--- config.mk ---
export PLATFORM = sky130hd
export DESIGN_NAME = charger_input_limit_and_adc_regs
export DESIGN_NICKNAME = d
export VERILOG_FILES = /design/src/logic/charger_regs_pkg.sv /design/src/logic/flag_synchronizer.sv /design/src/logic/charger_input_limit_and_adc_regs.sv
export SDC_FILE = /design/constraint.sdc
export NUM_CORES = 1
export LEC_CHECK = 0
export BUFFER_PORTS_ARGS = -buffer_cell sky130_fd_sc_hd__buf_4
export CORE_MARGIN = 2
export CORE_UTILIZATION = 30
export CTS_CLUSTER_DIAMETER = 120
export DETAILED_ROUTE_END_ITERATION = 12
export MAX_ROUTING_LAYER = met4
export SETUP_SLACK_MARGIN = 0.3
export SLEW_MARGIN = 20
export SYNTH_ARGS = -nofsm -noshare
export SYNTH_HDL_FRONTEND = slang
export SYNTH_SLANG_ARGS = --single-unit
--- constraint.sdc ---
create_clock -name clock -period 2 [get_ports clock]
set_input_delay 0.6 -clock clock [delete_from_list [all_inputs] [get_ports clock]]
set_output_delay 0.6 -clock clock [all_outputs]
set_load 0.005 [all_outputs]
--- src/logic/charger_regs_pkg.sv ---
package charger_regs_pkg;

    // register offsets on the serial control interface
    localparam logic [7:0] OFFSET_INPUT_LIMIT   = 8'h0D;
    localparam logic [7:0] OFFSET_BATTERY       = 8'h0E;
    localparam logic [7:0] OFFSET_SYSTEM        = 8'h0F;
    localparam logic [7:0] OFFSET_INPUT_VOLTAGE = 8'h11;
    localparam logic [7:0] OFFSET_CHARGE        = 8'h12;

    // field layout shared by all five registers: flag (reserved zero at 0F and 12) in bit 7, code below
    localparam int         FLAG_BIT             = 7;
    localparam int         CODE_WIDTH           = 7;

    // threshold field codes
    localparam logic [6:0] THRESHOLD_RESET_CODE = 7'h12;
    localparam logic [6:0] THRESHOLD_CLAMP_CODE = 7'h0D;
    localparam logic       SELECT_RESET         = 1'h0;

    // converter results before the first conversion, and the charge current shown during a short
    localparam logic [6:0] RESULT_RESET_CODE    = 7'h00;
    localparam logic [6:0] CURRENT_SHORT_CODE   = 7'h00;

    // value returned for unmapped offsets and reserved bits
    localparam logic [7:0] UNMAPPED_READ        = 8'h00;
    localparam logic       RESERVED_BIT         = 1'h0;

    // synchroniser depth for analog comparator flags
    localparam int         SYNC_STAGES          = 2;

endpackage

--- src/logic/flag_synchronizer.sv ---
`timescale 1ns/100ps
module flag_synchronizer #(
    parameter int STAGES = charger_regs_pkg::SYNC_STAGES,
    parameter int WIDTH  = 1
) (
    // clock and reset
    input  wire logic             clock,
    input  wire logic             arst_n,
    // asynchronous levels in, synchronised levels out
    input  wire logic [WIDTH-1:0] async_in,
    output logic      [WIDTH-1:0] sync_out
);

    logic [WIDTH-1:0] stage_q [STAGES];
    logic [WIDTH-1:0] stage_d [STAGES];

    if (STAGES < 2) begin : g_bad_depth
        $error("flag_synchronizer needs at least two stages");
    end

    // the first stage feeds only the next stage; nothing else looks at it
    always_comb begin
        stage_d[0] = async_in;
        for (int i = 1; i < STAGES; i++) begin
            stage_d[i] = stage_q[i-1];
        end
    end

    always_ff @(posedge clock or negedge arst_n) begin
        if (!arst_n) begin
            for (int i = 0; i < STAGES; i++) begin
                stage_q[i] <= '0;
            end
        end else begin
            stage_q <= stage_d;
        end
    end

    assign sync_out = stage_q[STAGES-1];

endmodule

--- src/logic/charger_input_limit_and_adc_regs.sv ---
`timescale 1ns/100ps
module charger_input_limit_and_adc_regs #(
    parameter int CODE_WIDTH = charger_regs_pkg::CODE_WIDTH
) (
    // clock and reset
    input  wire logic       clock,
    input  wire logic       arst_n,
    // register port from the serial control interface
    input  wire logic [7:0] reg_addr,
    input  wire logic       reg_wr,
    input  wire logic [7:0] reg_wdata,
    output logic      [7:0] reg_rd_data,
    // register-defaults restore request and its completion
    input  wire logic       restore_req,
    output logic            restore_done,
    output logic            safety_timer_restart,
    // relative-threshold control
    input  wire logic       relative_update,
    input  wire logic [6:0] relative_code,
    // converter results, same clock domain
    input  wire logic       adc_valid,
    input  wire logic [6:0] battery_voltage_reading,
    input  wire logic [6:0] system_voltage_reading,
    input  wire logic [6:0] input_voltage_reading,
    input  wire logic [6:0] charge_current_reading,
    // analog comparator levels, asynchronous
    input  wire logic       thermal_regulation_flag,
    input  wire logic       input_attached_flag,
    input  wire logic       below_battery_short_threshold,
    // threshold handed to the input regulation loop
    output logic            absolute_threshold_select,
    output logic      [6:0] input_voltage_limit_threshold
);

    if (CODE_WIDTH != charger_regs_pkg::CODE_WIDTH) begin : g_bad_width
        $error("register layout fixes the code width at seven bits");
    end

    // clamp keeps the regulation point at or above the lowest legal code
    function automatic logic [6:0] clamp_code(input logic [6:0] code);
        clamp_code = (code < charger_regs_pkg::THRESHOLD_CLAMP_CODE) ?
                     charger_regs_pkg::THRESHOLD_CLAMP_CODE : code;
    endfunction

    function automatic logic [7:0] pack_reg(input logic flag, input logic [6:0] code);
        pack_reg = {flag, code};
    endfunction

    // synchronised comparator levels
    logic [2:0] flags_sync;
    logic       thermal_sync;
    logic       attached_sync;
    logic       short_sync;

    flag_synchronizer #(
        .STAGES (charger_regs_pkg::SYNC_STAGES),
        .WIDTH  (3)
    ) u_flag_sync (
        .clock    (clock),
        .arst_n   (arst_n),
        .async_in ({below_battery_short_threshold, input_attached_flag, thermal_regulation_flag}),
        .sync_out (flags_sync)
    );

    assign thermal_sync  = flags_sync[0];
    assign attached_sync = flags_sync[1];
    assign short_sync    = flags_sync[2];

    // state
    logic       select_q;
    logic       select_d;
    logic [6:0] threshold_q;
    logic [6:0] threshold_d;
    logic [6:0] battery_q;
    logic [6:0] battery_d;
    logic [6:0] system_q;
    logic [6:0] system_d;
    logic [6:0] input_q;
    logic [6:0] input_d;
    logic [6:0] current_q;
    logic [6:0] current_d;
    logic       done_q;
    logic       done_d;
    logic [7:0] rd_data_q;
    logic [7:0] rd_data_d;
    logic [6:0] effective_q;
    logic [6:0] effective_d;
    logic       limit_write;

    assign limit_write = reg_wr && (reg_addr == charger_regs_pkg::OFFSET_INPUT_LIMIT);

    always_comb begin
        select_d    = select_q;
        threshold_d = threshold_q;
        battery_d   = battery_q;
        system_d    = system_q;
        input_d     = input_q;
        current_d   = current_q;
        done_d      = 1'b0;
        // restore wins over host writes and internal updates
        if (restore_req) begin
            select_d    = charger_regs_pkg::SELECT_RESET;
            threshold_d = charger_regs_pkg::THRESHOLD_RESET_CODE;
            done_d      = 1'b1;
        end else begin
            if (limit_write) begin
                select_d = reg_wdata[charger_regs_pkg::FLAG_BIT];
            end
            if (select_q) begin
                if (limit_write) begin
                    threshold_d = reg_wdata[6:0];
                end
            end else if (relative_update) begin
                threshold_d = relative_code;
            end
        end
        // results follow the converter only; host writes never reach them
        if (adc_valid) begin
            battery_d = battery_voltage_reading;
            system_d  = system_voltage_reading;
            input_d   = input_voltage_reading;
            current_d = charge_current_reading;
        end
    end

    // regulation point: the loop decodes 2.6 V plus 100 mV per code step
    always_comb begin
        effective_d = clamp_code(threshold_d);
    end

    always_comb begin
        case (reg_addr)
            charger_regs_pkg::OFFSET_INPUT_LIMIT: begin
                rd_data_d = pack_reg(select_q, threshold_q);
            end
            charger_regs_pkg::OFFSET_BATTERY: begin
                rd_data_d = pack_reg(thermal_sync, battery_q);
            end
            charger_regs_pkg::OFFSET_SYSTEM: begin
                rd_data_d = pack_reg(charger_regs_pkg::RESERVED_BIT, system_q);
            end
            charger_regs_pkg::OFFSET_INPUT_VOLTAGE: begin
                rd_data_d = pack_reg(attached_sync, input_q);
            end
            charger_regs_pkg::OFFSET_CHARGE: begin
                // masked on read so a stale result never shows during a short
                rd_data_d = pack_reg(charger_regs_pkg::RESERVED_BIT,
                                     short_sync ? charger_regs_pkg::CURRENT_SHORT_CODE : current_q);
            end
            default: begin
                rd_data_d = charger_regs_pkg::UNMAPPED_READ;
            end
        endcase
    end

    always_ff @(posedge clock or negedge arst_n) begin
        if (!arst_n) begin
            select_q    <= charger_regs_pkg::SELECT_RESET;
            threshold_q <= charger_regs_pkg::THRESHOLD_RESET_CODE;
            effective_q <= charger_regs_pkg::THRESHOLD_RESET_CODE;
            battery_q   <= charger_regs_pkg::RESULT_RESET_CODE;
            system_q    <= charger_regs_pkg::RESULT_RESET_CODE;
            input_q     <= charger_regs_pkg::RESULT_RESET_CODE;
            current_q   <= charger_regs_pkg::RESULT_RESET_CODE;
            done_q      <= 1'b0;
            rd_data_q   <= charger_regs_pkg::UNMAPPED_READ;
        end else begin
            select_q    <= select_d;
            threshold_q <= threshold_d;
            effective_q <= effective_d;
            battery_q   <= battery_d;
            system_q    <= system_d;
            input_q     <= input_d;
            current_q   <= current_d;
            done_q      <= done_d;
            rd_data_q   <= rd_data_d;
        end
    end

    assign reg_rd_data                   = rd_data_q;
    assign restore_done                  = done_q;
    assign safety_timer_restart          = done_q;
    assign absolute_threshold_select     = select_q;
    assign input_voltage_limit_threshold = effective_q;

    // checks

    a_reset_defaults: assert property (
        @(posedge clock) $rose(arst_n) |->
            (threshold_q == charger_regs_pkg::THRESHOLD_RESET_CODE) && !select_q)
        else $error("threshold register left reset with a wrong value");

    a_clamp_floor: assert property (
        @(posedge clock) disable iff (!arst_n)
        (threshold_q < charger_regs_pkg::THRESHOLD_CLAMP_CODE) |->
            (input_voltage_limit_threshold == charger_regs_pkg::THRESHOLD_CLAMP_CODE))
        else $error("effective threshold fell below the clamp");

    a_clamp_pass: assert property (
        @(posedge clock) disable iff (!arst_n)
        (threshold_q >= charger_regs_pkg::THRESHOLD_CLAMP_CODE) |->
            (input_voltage_limit_threshold == threshold_q))
        else $error("threshold at or above the clamp not passed through");

    a_relative_ignores_host: assert property (
        @(posedge clock) disable iff (!arst_n)
        (limit_write && !select_q && !relative_update && !restore_req) |=>
            threshold_q == $past(threshold_q))
        else $error("host write changed the field in relative mode");

    a_relative_update: assert property (
        @(posedge clock) disable iff (!arst_n)
        (relative_update && !select_q && !restore_req) |=>
            threshold_q == $past(relative_code))
        else $error("relative control did not update the field");

    a_absolute_write: assert property (
        @(posedge clock) disable iff (!arst_n)
        (limit_write && select_q && !restore_req) |=>
            (threshold_q == $past(reg_wdata[6:0])) &&
            (input_voltage_limit_threshold == clamp_code($past(reg_wdata[6:0]))))
        else $error("host write lost in absolute mode");

    a_select_write: assert property (
        @(posedge clock) disable iff (!arst_n)
        (limit_write && !restore_req) |=>
            (absolute_threshold_select == $past(reg_wdata[charger_regs_pkg::FLAG_BIT])))
        else $error("select bit did not follow the host write");

    a_absolute_holds: assert property (
        @(posedge clock) disable iff (!arst_n)
        (select_q && !limit_write && !restore_req) |=> $stable(threshold_q))
        else $error("field moved in absolute mode without a host write");

    a_restore_sequence: assert property (
        @(posedge clock) disable iff (!arst_n)
        restore_req |=> restore_done && safety_timer_restart && !select_q &&
            (threshold_q == charger_regs_pkg::THRESHOLD_RESET_CODE) ##1 (!restore_done || $past(restore_req)))
        else $error("restore did not return defaults and self-clear");

    a_restore_clears: assert property (
        @(posedge clock) disable iff (!arst_n)
        !restore_req |=> !restore_done && !safety_timer_restart)
        else $error("restore completion without a request");

    a_current_short: assert property (
        @(posedge clock) disable iff (!arst_n)
        (reg_addr == 8'h12) && short_sync |=> reg_rd_data == 8'h00)
        else $error("charge current visible below short threshold");

    a_reserved_zero: assert property (
        @(posedge clock) disable iff (!arst_n)
        ($past(reg_addr) == 8'h0F || $past(reg_addr) == 8'h12) |-> !reg_rd_data[7])
        else $error("reserved bit 7 read as one");

    a_battery_flag: assert property (
        @(posedge clock) disable iff (!arst_n)
        (reg_addr == 8'h0E) |=> reg_rd_data[7] == $past(thermal_sync))
        else $error("thermal flag not reflected in bit 7");

    a_attach_flag: assert property (
        @(posedge clock) disable iff (!arst_n)
        (reg_addr == 8'h11) |=> reg_rd_data[7] == $past(attached_sync))
        else $error("attach flag not reflected in bit 7");

    a_results_host_proof: assert property (
        @(posedge clock) disable iff (!arst_n)
        (reg_wr && !adc_valid) |=> $stable(battery_q) && $stable(system_q) &&
            $stable(input_q) && $stable(current_q))
        else $error("host write reached a read-only result");

    a_battery_capture: assert property (
        @(posedge clock) disable iff (!arst_n)
        adc_valid ##1 (reg_addr == 8'h0E) |=> reg_rd_data[6:0] == $past(battery_voltage_reading, 2))
        else $error("battery result not presented");

    a_system_capture: assert property (
        @(posedge clock) disable iff (!arst_n)
        adc_valid ##1 (reg_addr == charger_regs_pkg::OFFSET_SYSTEM) |=>
            reg_rd_data[6:0] == $past(system_voltage_reading, 2))
        else $error("system result not presented");

    a_input_capture: assert property (
        @(posedge clock) disable iff (!arst_n)
        adc_valid ##1 (reg_addr == charger_regs_pkg::OFFSET_INPUT_VOLTAGE) |=>
            reg_rd_data[6:0] == $past(input_voltage_reading, 2))
        else $error("input voltage result not presented");

    a_current_capture: assert property (
        @(posedge clock) disable iff (!arst_n)
        adc_valid ##1 ((reg_addr == charger_regs_pkg::OFFSET_CHARGE) && !short_sync) |=>
            reg_rd_data == {1'b0, $past(charge_current_reading, 2)})
        else $error("charge current result not presented above short threshold");

    a_results_reset: assert property (
        @(posedge clock) $rose(arst_n) |->
            (input_q == charger_regs_pkg::RESULT_RESET_CODE) &&
            (current_q == charger_regs_pkg::RESULT_RESET_CODE))
        else $error("converter results left reset with a wrong value");

endmodule

# --- Word-level counts from Yosys, hierarchy flattened ---
# Cells that the tools add are included.
word_totals:
  ff_bits: 58
  inputBits: 60
  wordCells: 29
  output_inout_bits: 18
classes:
  eq_ne: 5
  muxes: 10
  magnitude_cmp: 1
  n_reduce_logical: 2
op_table:
  columns: ["cell", "count"]
  rows:
  - ["two-way mux 7 bit", 6]
  - ["case mux 8 bit (5 select lines)", 1]
  - ["== test 8 x 4 -> 1 bit (second input constant)", 3]
  - ["== test 8 x 5 -> 1 bit (second input constant)", 2]
  - ["less-than comparator 7 x 4 -> 1 bit (second input constant)", 1]
  - ["two-way mux 1 bit", 3]
  - ["nonzero test 2 bit", 1]
  - ["logical AND 1 bit", 1]

# --- Depth between registers and ports, before layout ---
logic_depth:
  ltp_word: 7
  ltp_mapped: 6
  ltp_nobuf: 5

# --- Modules after synthesis ---
# A second synthesis with hierarchy kept.
unflattened:
  cells_unflattened: 187
  area_unflattened_um2: 2560.0
by_module_without_submodules:
  columns: ["module", "area_per_inst_um2", "seq_area_each_um2", "instances", "cells_per_inst"]
  rows:
  - ["charger_input_limit_and_adc_regs", 2409.8, 1306.3, 1, 181]
  - ["flag_synchronizer", 150.1, 150.1, 1, 6]

# --- Worst setup path after synthesis ---
# OpenSTA, ideal clock, no wires.
synth_path:
  path_type: "input -> register"
  start: "in reg_addr[5]"
  end: "reg effective_q[0] (netlist: input_voltage_limit_threshold[0])"
  cell_stages: 5
  n_path_buf: 0
  required_ns: 1.936
  arrival_time_ns: 2.089
  setup_time_ns: 0.064
  setup_slack_ns: -0.154
  path_cell_list: "or4b_4 > or3_4 > o221a_4 > nor3_4 > a21o_1"
synth_via:
  elab_chain_len: 7
synth_lines:
  columns: ["element", "line_no", "source"]
  rows:
  - ["start: declaration", "charger_input_limit_and_adc_regs.sv:9", "input wire logic [7:0] reg_addr,"]
  - ["== test 8 x 4 -> 1 bit", "charger_input_limit_and_adc_regs.sv:90", "assign limit_write = reg_wr && (reg_addr == charger_regs_pkg::OFFSET_INPUT_LIMIT);"]
  - ["logical AND 1 bit", "charger_input_limit_and_adc_regs.sv:90", null]
  - ["two-way mux 7 bit", "charger_input_limit_and_adc_regs.sv:110", "if (limit_write) begin"]
  - ["two-way mux 7 bit", "charger_input_limit_and_adc_regs.sv:109", "if (select_q) begin"]
  - ["two-way mux 7 bit", "charger_input_limit_and_adc_regs.sv:101", "if (restore_req) begin"]
  - ["named net threshold_d[6]", "charger_input_limit_and_adc_regs.sv:73", "logic [6:0] threshold_d;"]
  - ["less-than comparator 7 x 4 -> 1 bit", "charger_input_limit_and_adc_regs.sv:41", "clamp_code = (code < charger_regs_pkg::THRESHOLD_CLAMP_CODE) ?"]
  - ["two-way mux 7 bit", "charger_input_limit_and_adc_regs.sv:41", null]
  - ["named net effective_d[0]", "charger_input_limit_and_adc_regs.sv:87", "logic [6:0] effective_d;"]
  - ["end signal: assignment", "charger_input_limit_and_adc_regs.sv:160", "effective_q <= charger_regs_pkg::THRESHOLD_RESET_CODE;"]
  - ["end signal: assignment", "charger_input_limit_and_adc_regs.sv:170", "effective_q <= effective_d;"]
  - ["end: declaration", "charger_input_limit_and_adc_regs.sv:86", "logic [6:0] effective_q;"]
# The timed path passes the listed nets, and every way through them passes these cells.
# A chain may end at the register's enable or synchronous reset.

# --- Worst setup path in the final report ---
layout_path:
  start: "in reg_addr[5]"
  end: "reg effective_q[2] (netlist: input_voltage_limit_threshold[2])"
# Same word-level chain as after synthesis.

==> impl_metrics.ini <==
[clocking]
clk_pin_slew_ns = 0.07
numCtsBuffers = 9
clock_sinks = 58
ctsHoldBuffers = 0
worstSkewPairLatency_ns = 0.33
clock_path_buffers = 2
tritoncts = built
root_buffer = clkbuf_8
h-tree-depth = 3

[outcome]
status = completed

[final_layout]
final_area_sq_um = 3780
drive_above_1_share_pct = 60.1
area_delta_synth_final_pct = 50.5
layout.cells.non_filler = 411
fin_nets = 361
num_antenna_cells = 0

[global_route]
groute.usage.overall_pct = 15.7
grt_pass1_vias = 2031
antenna_found_initial = 0
grt_start_max_net_pins = 32
grt-ovfl-total = 0
grt_pass1_wl_um = 10200

[synthesis]
synth_edf_count = 0
yosys.area_share.simple_pct = 11.5
synth_most_common_cell = dfrtp_1
netlist_area_sq_um = 2510
synth_area_per_cell_sq_um = 13.6
synth_largest_area_cell = dfrtp_1
synth_cells = 185
ys_ff_latch = 58
async_reset_ff_share_pct = 100
synth_top_family_by_area = multiplexers
syn_nets = 245
synth_top_area_share_pct = 53.8
synth-main-ff-cell = dfrtp_1
yosys-top-cells-count = dfrtp_1 (54), mux2_2 (29), nand2_1 (12)
synth_compound_area_share_pct = 13.1
synth_area_leaders = dfrtp_1 (54%), mux2_2 (13%), dfstp_2 (4.2%), a222oi_1 (3.2%), a22oi_1 (2.1%)
yosysWarningCount = 0
synth_xor_area_share_pct = 0
synthMuxAreaShare_pct = 14.6
synth_fa_ha_area_share_pct = 0
ys_types = 48
ys_seq_area_share_pct = 58.0

[worst_setup_path]
cpPeakStageDelay_ns = 0.53
cp-end-kind = flop
crit_chain = buf_6, or4b_4, or3_4, o221a_4, nor3_4, or2_1
cpMaxStageDelayCell = or4b_4
r2r_end = input_voltage_limit_threshold[0]
worst_r2r_path_depth = 6
timing.rr.start = absolute_threshold_select
ff2ff_setup_slack_ns = 0.24
crit_fanout = 4
path_buf_inv = 1
required_ns = 2.26
crit_family = simple AND/OR/NAND/NOR gates
cp.arrival_ns = 2.15
path_class = in -> reg
worst_setup_path_start_kind = input pin

[placement]
place_ws_ns = -0.290
place_inst = 390
hpwl_um = 4730
gp_congestion = 0.847
dpl_cell_area_sq_um = 3430
io_buffers = 77

[detailed_routing]
drc = 0
vias_per_cell = 4.77
drt_wl_total_um = 6630
wire_per_inst_um = 16.1
firstDrtPassIters = 5
via_count = 1959
route.antenna.remaining_nets = 0
drt_iter0_drc = 88

[timing]
setup_ws_ns = 0.111
period_share_pct = 94.4
max_freq_mhz = 529
final-hold-violation-count = 0
skew_ns = 0.00864
tns_ns = 0
max-slew-margin-rel_pct = 71.6
setup_violations = 0
final.min_clock_period_ns = 1.89
drv_slew = 0
rsz0062_at_grt = true
worst_pin_slew_ns = 0.426

[floorplan]
core-area_sq_um = 8180
num_rows = 33
die_h_um = 95.5
dieArea_sq_um = 9120
boundaryPins = 78
dieWidth_um = 95.5
start_util_pct = 30.7

[power_and_ir_drop]
peakVddDrop_uv = 351
p_leak_nw = 1.73
power_density_nw_per_um2 = 758

[job]
cap_violations = 0

[min_path]
min-delay-path-class = in -> async
-- worst max path at each step --
stage / start / endpoint / slack (ns) / cells after the start
CTS: reg_addr[5] / input_voltage_limit_threshold[2] / 0.12 / 6
detailed placement: reg_addr[5] / input_voltage_limit_threshold[2] / -0.29 / 6
floorplan: reg_addr[5] / input_voltage_limit_threshold[3] / -0.13 / 5
global route: reg_addr[6] / input_voltage_limit_threshold[0] / 0.08 / 7
global placement: reg_addr[5] / input_voltage_limit_threshold[0] / -0.28 / 6
finish: reg_addr[5] / input_voltage_limit_threshold[2] / 0.11 / 6
-- registers in the layout (all words and copies together), names as in the netlist --
register / flops
reg_rd_data: 8
battery_q: 7
current_q: 7
input_q: 7
input_voltage_limit_threshold: 7
system_q: 7
threshold_q: 7
u_flag_sync.stage_d: 3
u_flag_sync.sync_out: 3
absolute_threshold_select: 1
restore_done: 1
-- layer usage --
layer	up-vias	share of wire (%)	global-route usage, %
met5	-	0	-
met2	65	48	24.0
met4	0	0.80	5.36
met1	948	45	20.3
li1	940	-	-
met3	6	5.9	4.03
-- repair_timing --
| action | CTS | global route |
|---|---|---|
| buffers inserted | 3 | 2 |
| pin swaps | 4 | 7 |
| setup endpoints to repair | 9 | 8 |
| gates resized for setup | 10 | 9 |
| hold endpoints to repair | 0 | 0 |
-- cell type report --
type | count | area [sq um]
clock buffer | 10 | 138
clock inverter | 6 | 88.8
fill | 764 | 4390
inverter | 5 | 18.8
multi-input combinational | 114 | 1060
sequential | 58 | 1460
tap | 105 | 131
timing repair buffer | 113 | 883
-- worst reg2reg max path: cells and delay by family, from the launching register on --
kind	cells	cell delay, ns
flip-flops	1	0.45
AO/OA/AOI/OAI	2	0.30
AND/OR/NAND/NOR	2	0.54
buffers and inverters	2	0.37
-- stage by stage --
step	power [mW]	hold WS, ns	utilization (%)
after detailed placement	1.66	0.335	41.9
final	2.87	0.207	46.3
after CTS	2.90	0.209	45.5
after global placement	1.65	0.336	41.9
after floorplan	1.45	0.304	-
after global routing	2.99	0.221	46.3
-- power breakdown --
part / total [mW] / internal [mW] / leakage, nW / switching [mW]
Clock: 1.21 / 0.737 / 0.109 / 0.477
Sequential: 1.31 / 1.26 / 0.706 / 0.0462
Combinational: 0.343 / 0.211 / 0.918 / 0.132
Total: 2.87 / 2.21 / 1.73 / 0.655
-- placed cells by master (no fill, tap or decap), drive strengths merged, types with 2 or more instances in the layout --
cell type / instances
o221ai: 2
nor2: 5
a22oi: 7
dfstp: 4
clkbuf: 10
mux2: 29
nor3b: 2
inv: 6
o221a: 2
clkinvlp: 2
nor4: 2
or2: 2
a222oi: 8
a211oi: 3
nand3: 2
nand2: 12
buf: 113
bufinv: 2
nor3: 5
dfrtp: 54
nor2b: 3
a21oi: 4
nand2b: 2
o311a: 2
mux2i: 4
a311oi: 2
-- logic make-up (layout without fill, tap and decap cells) --
group | after synthesis | after routing
AO/OA/AOI/OAI | 36 | 36
buffers and inverters | 13 | 134
flip-flops | 58 | 58
multiplexers | 33 | 33
AND/OR/NAND/NOR | 45 | 45
(Power assumes the default switching activity.)
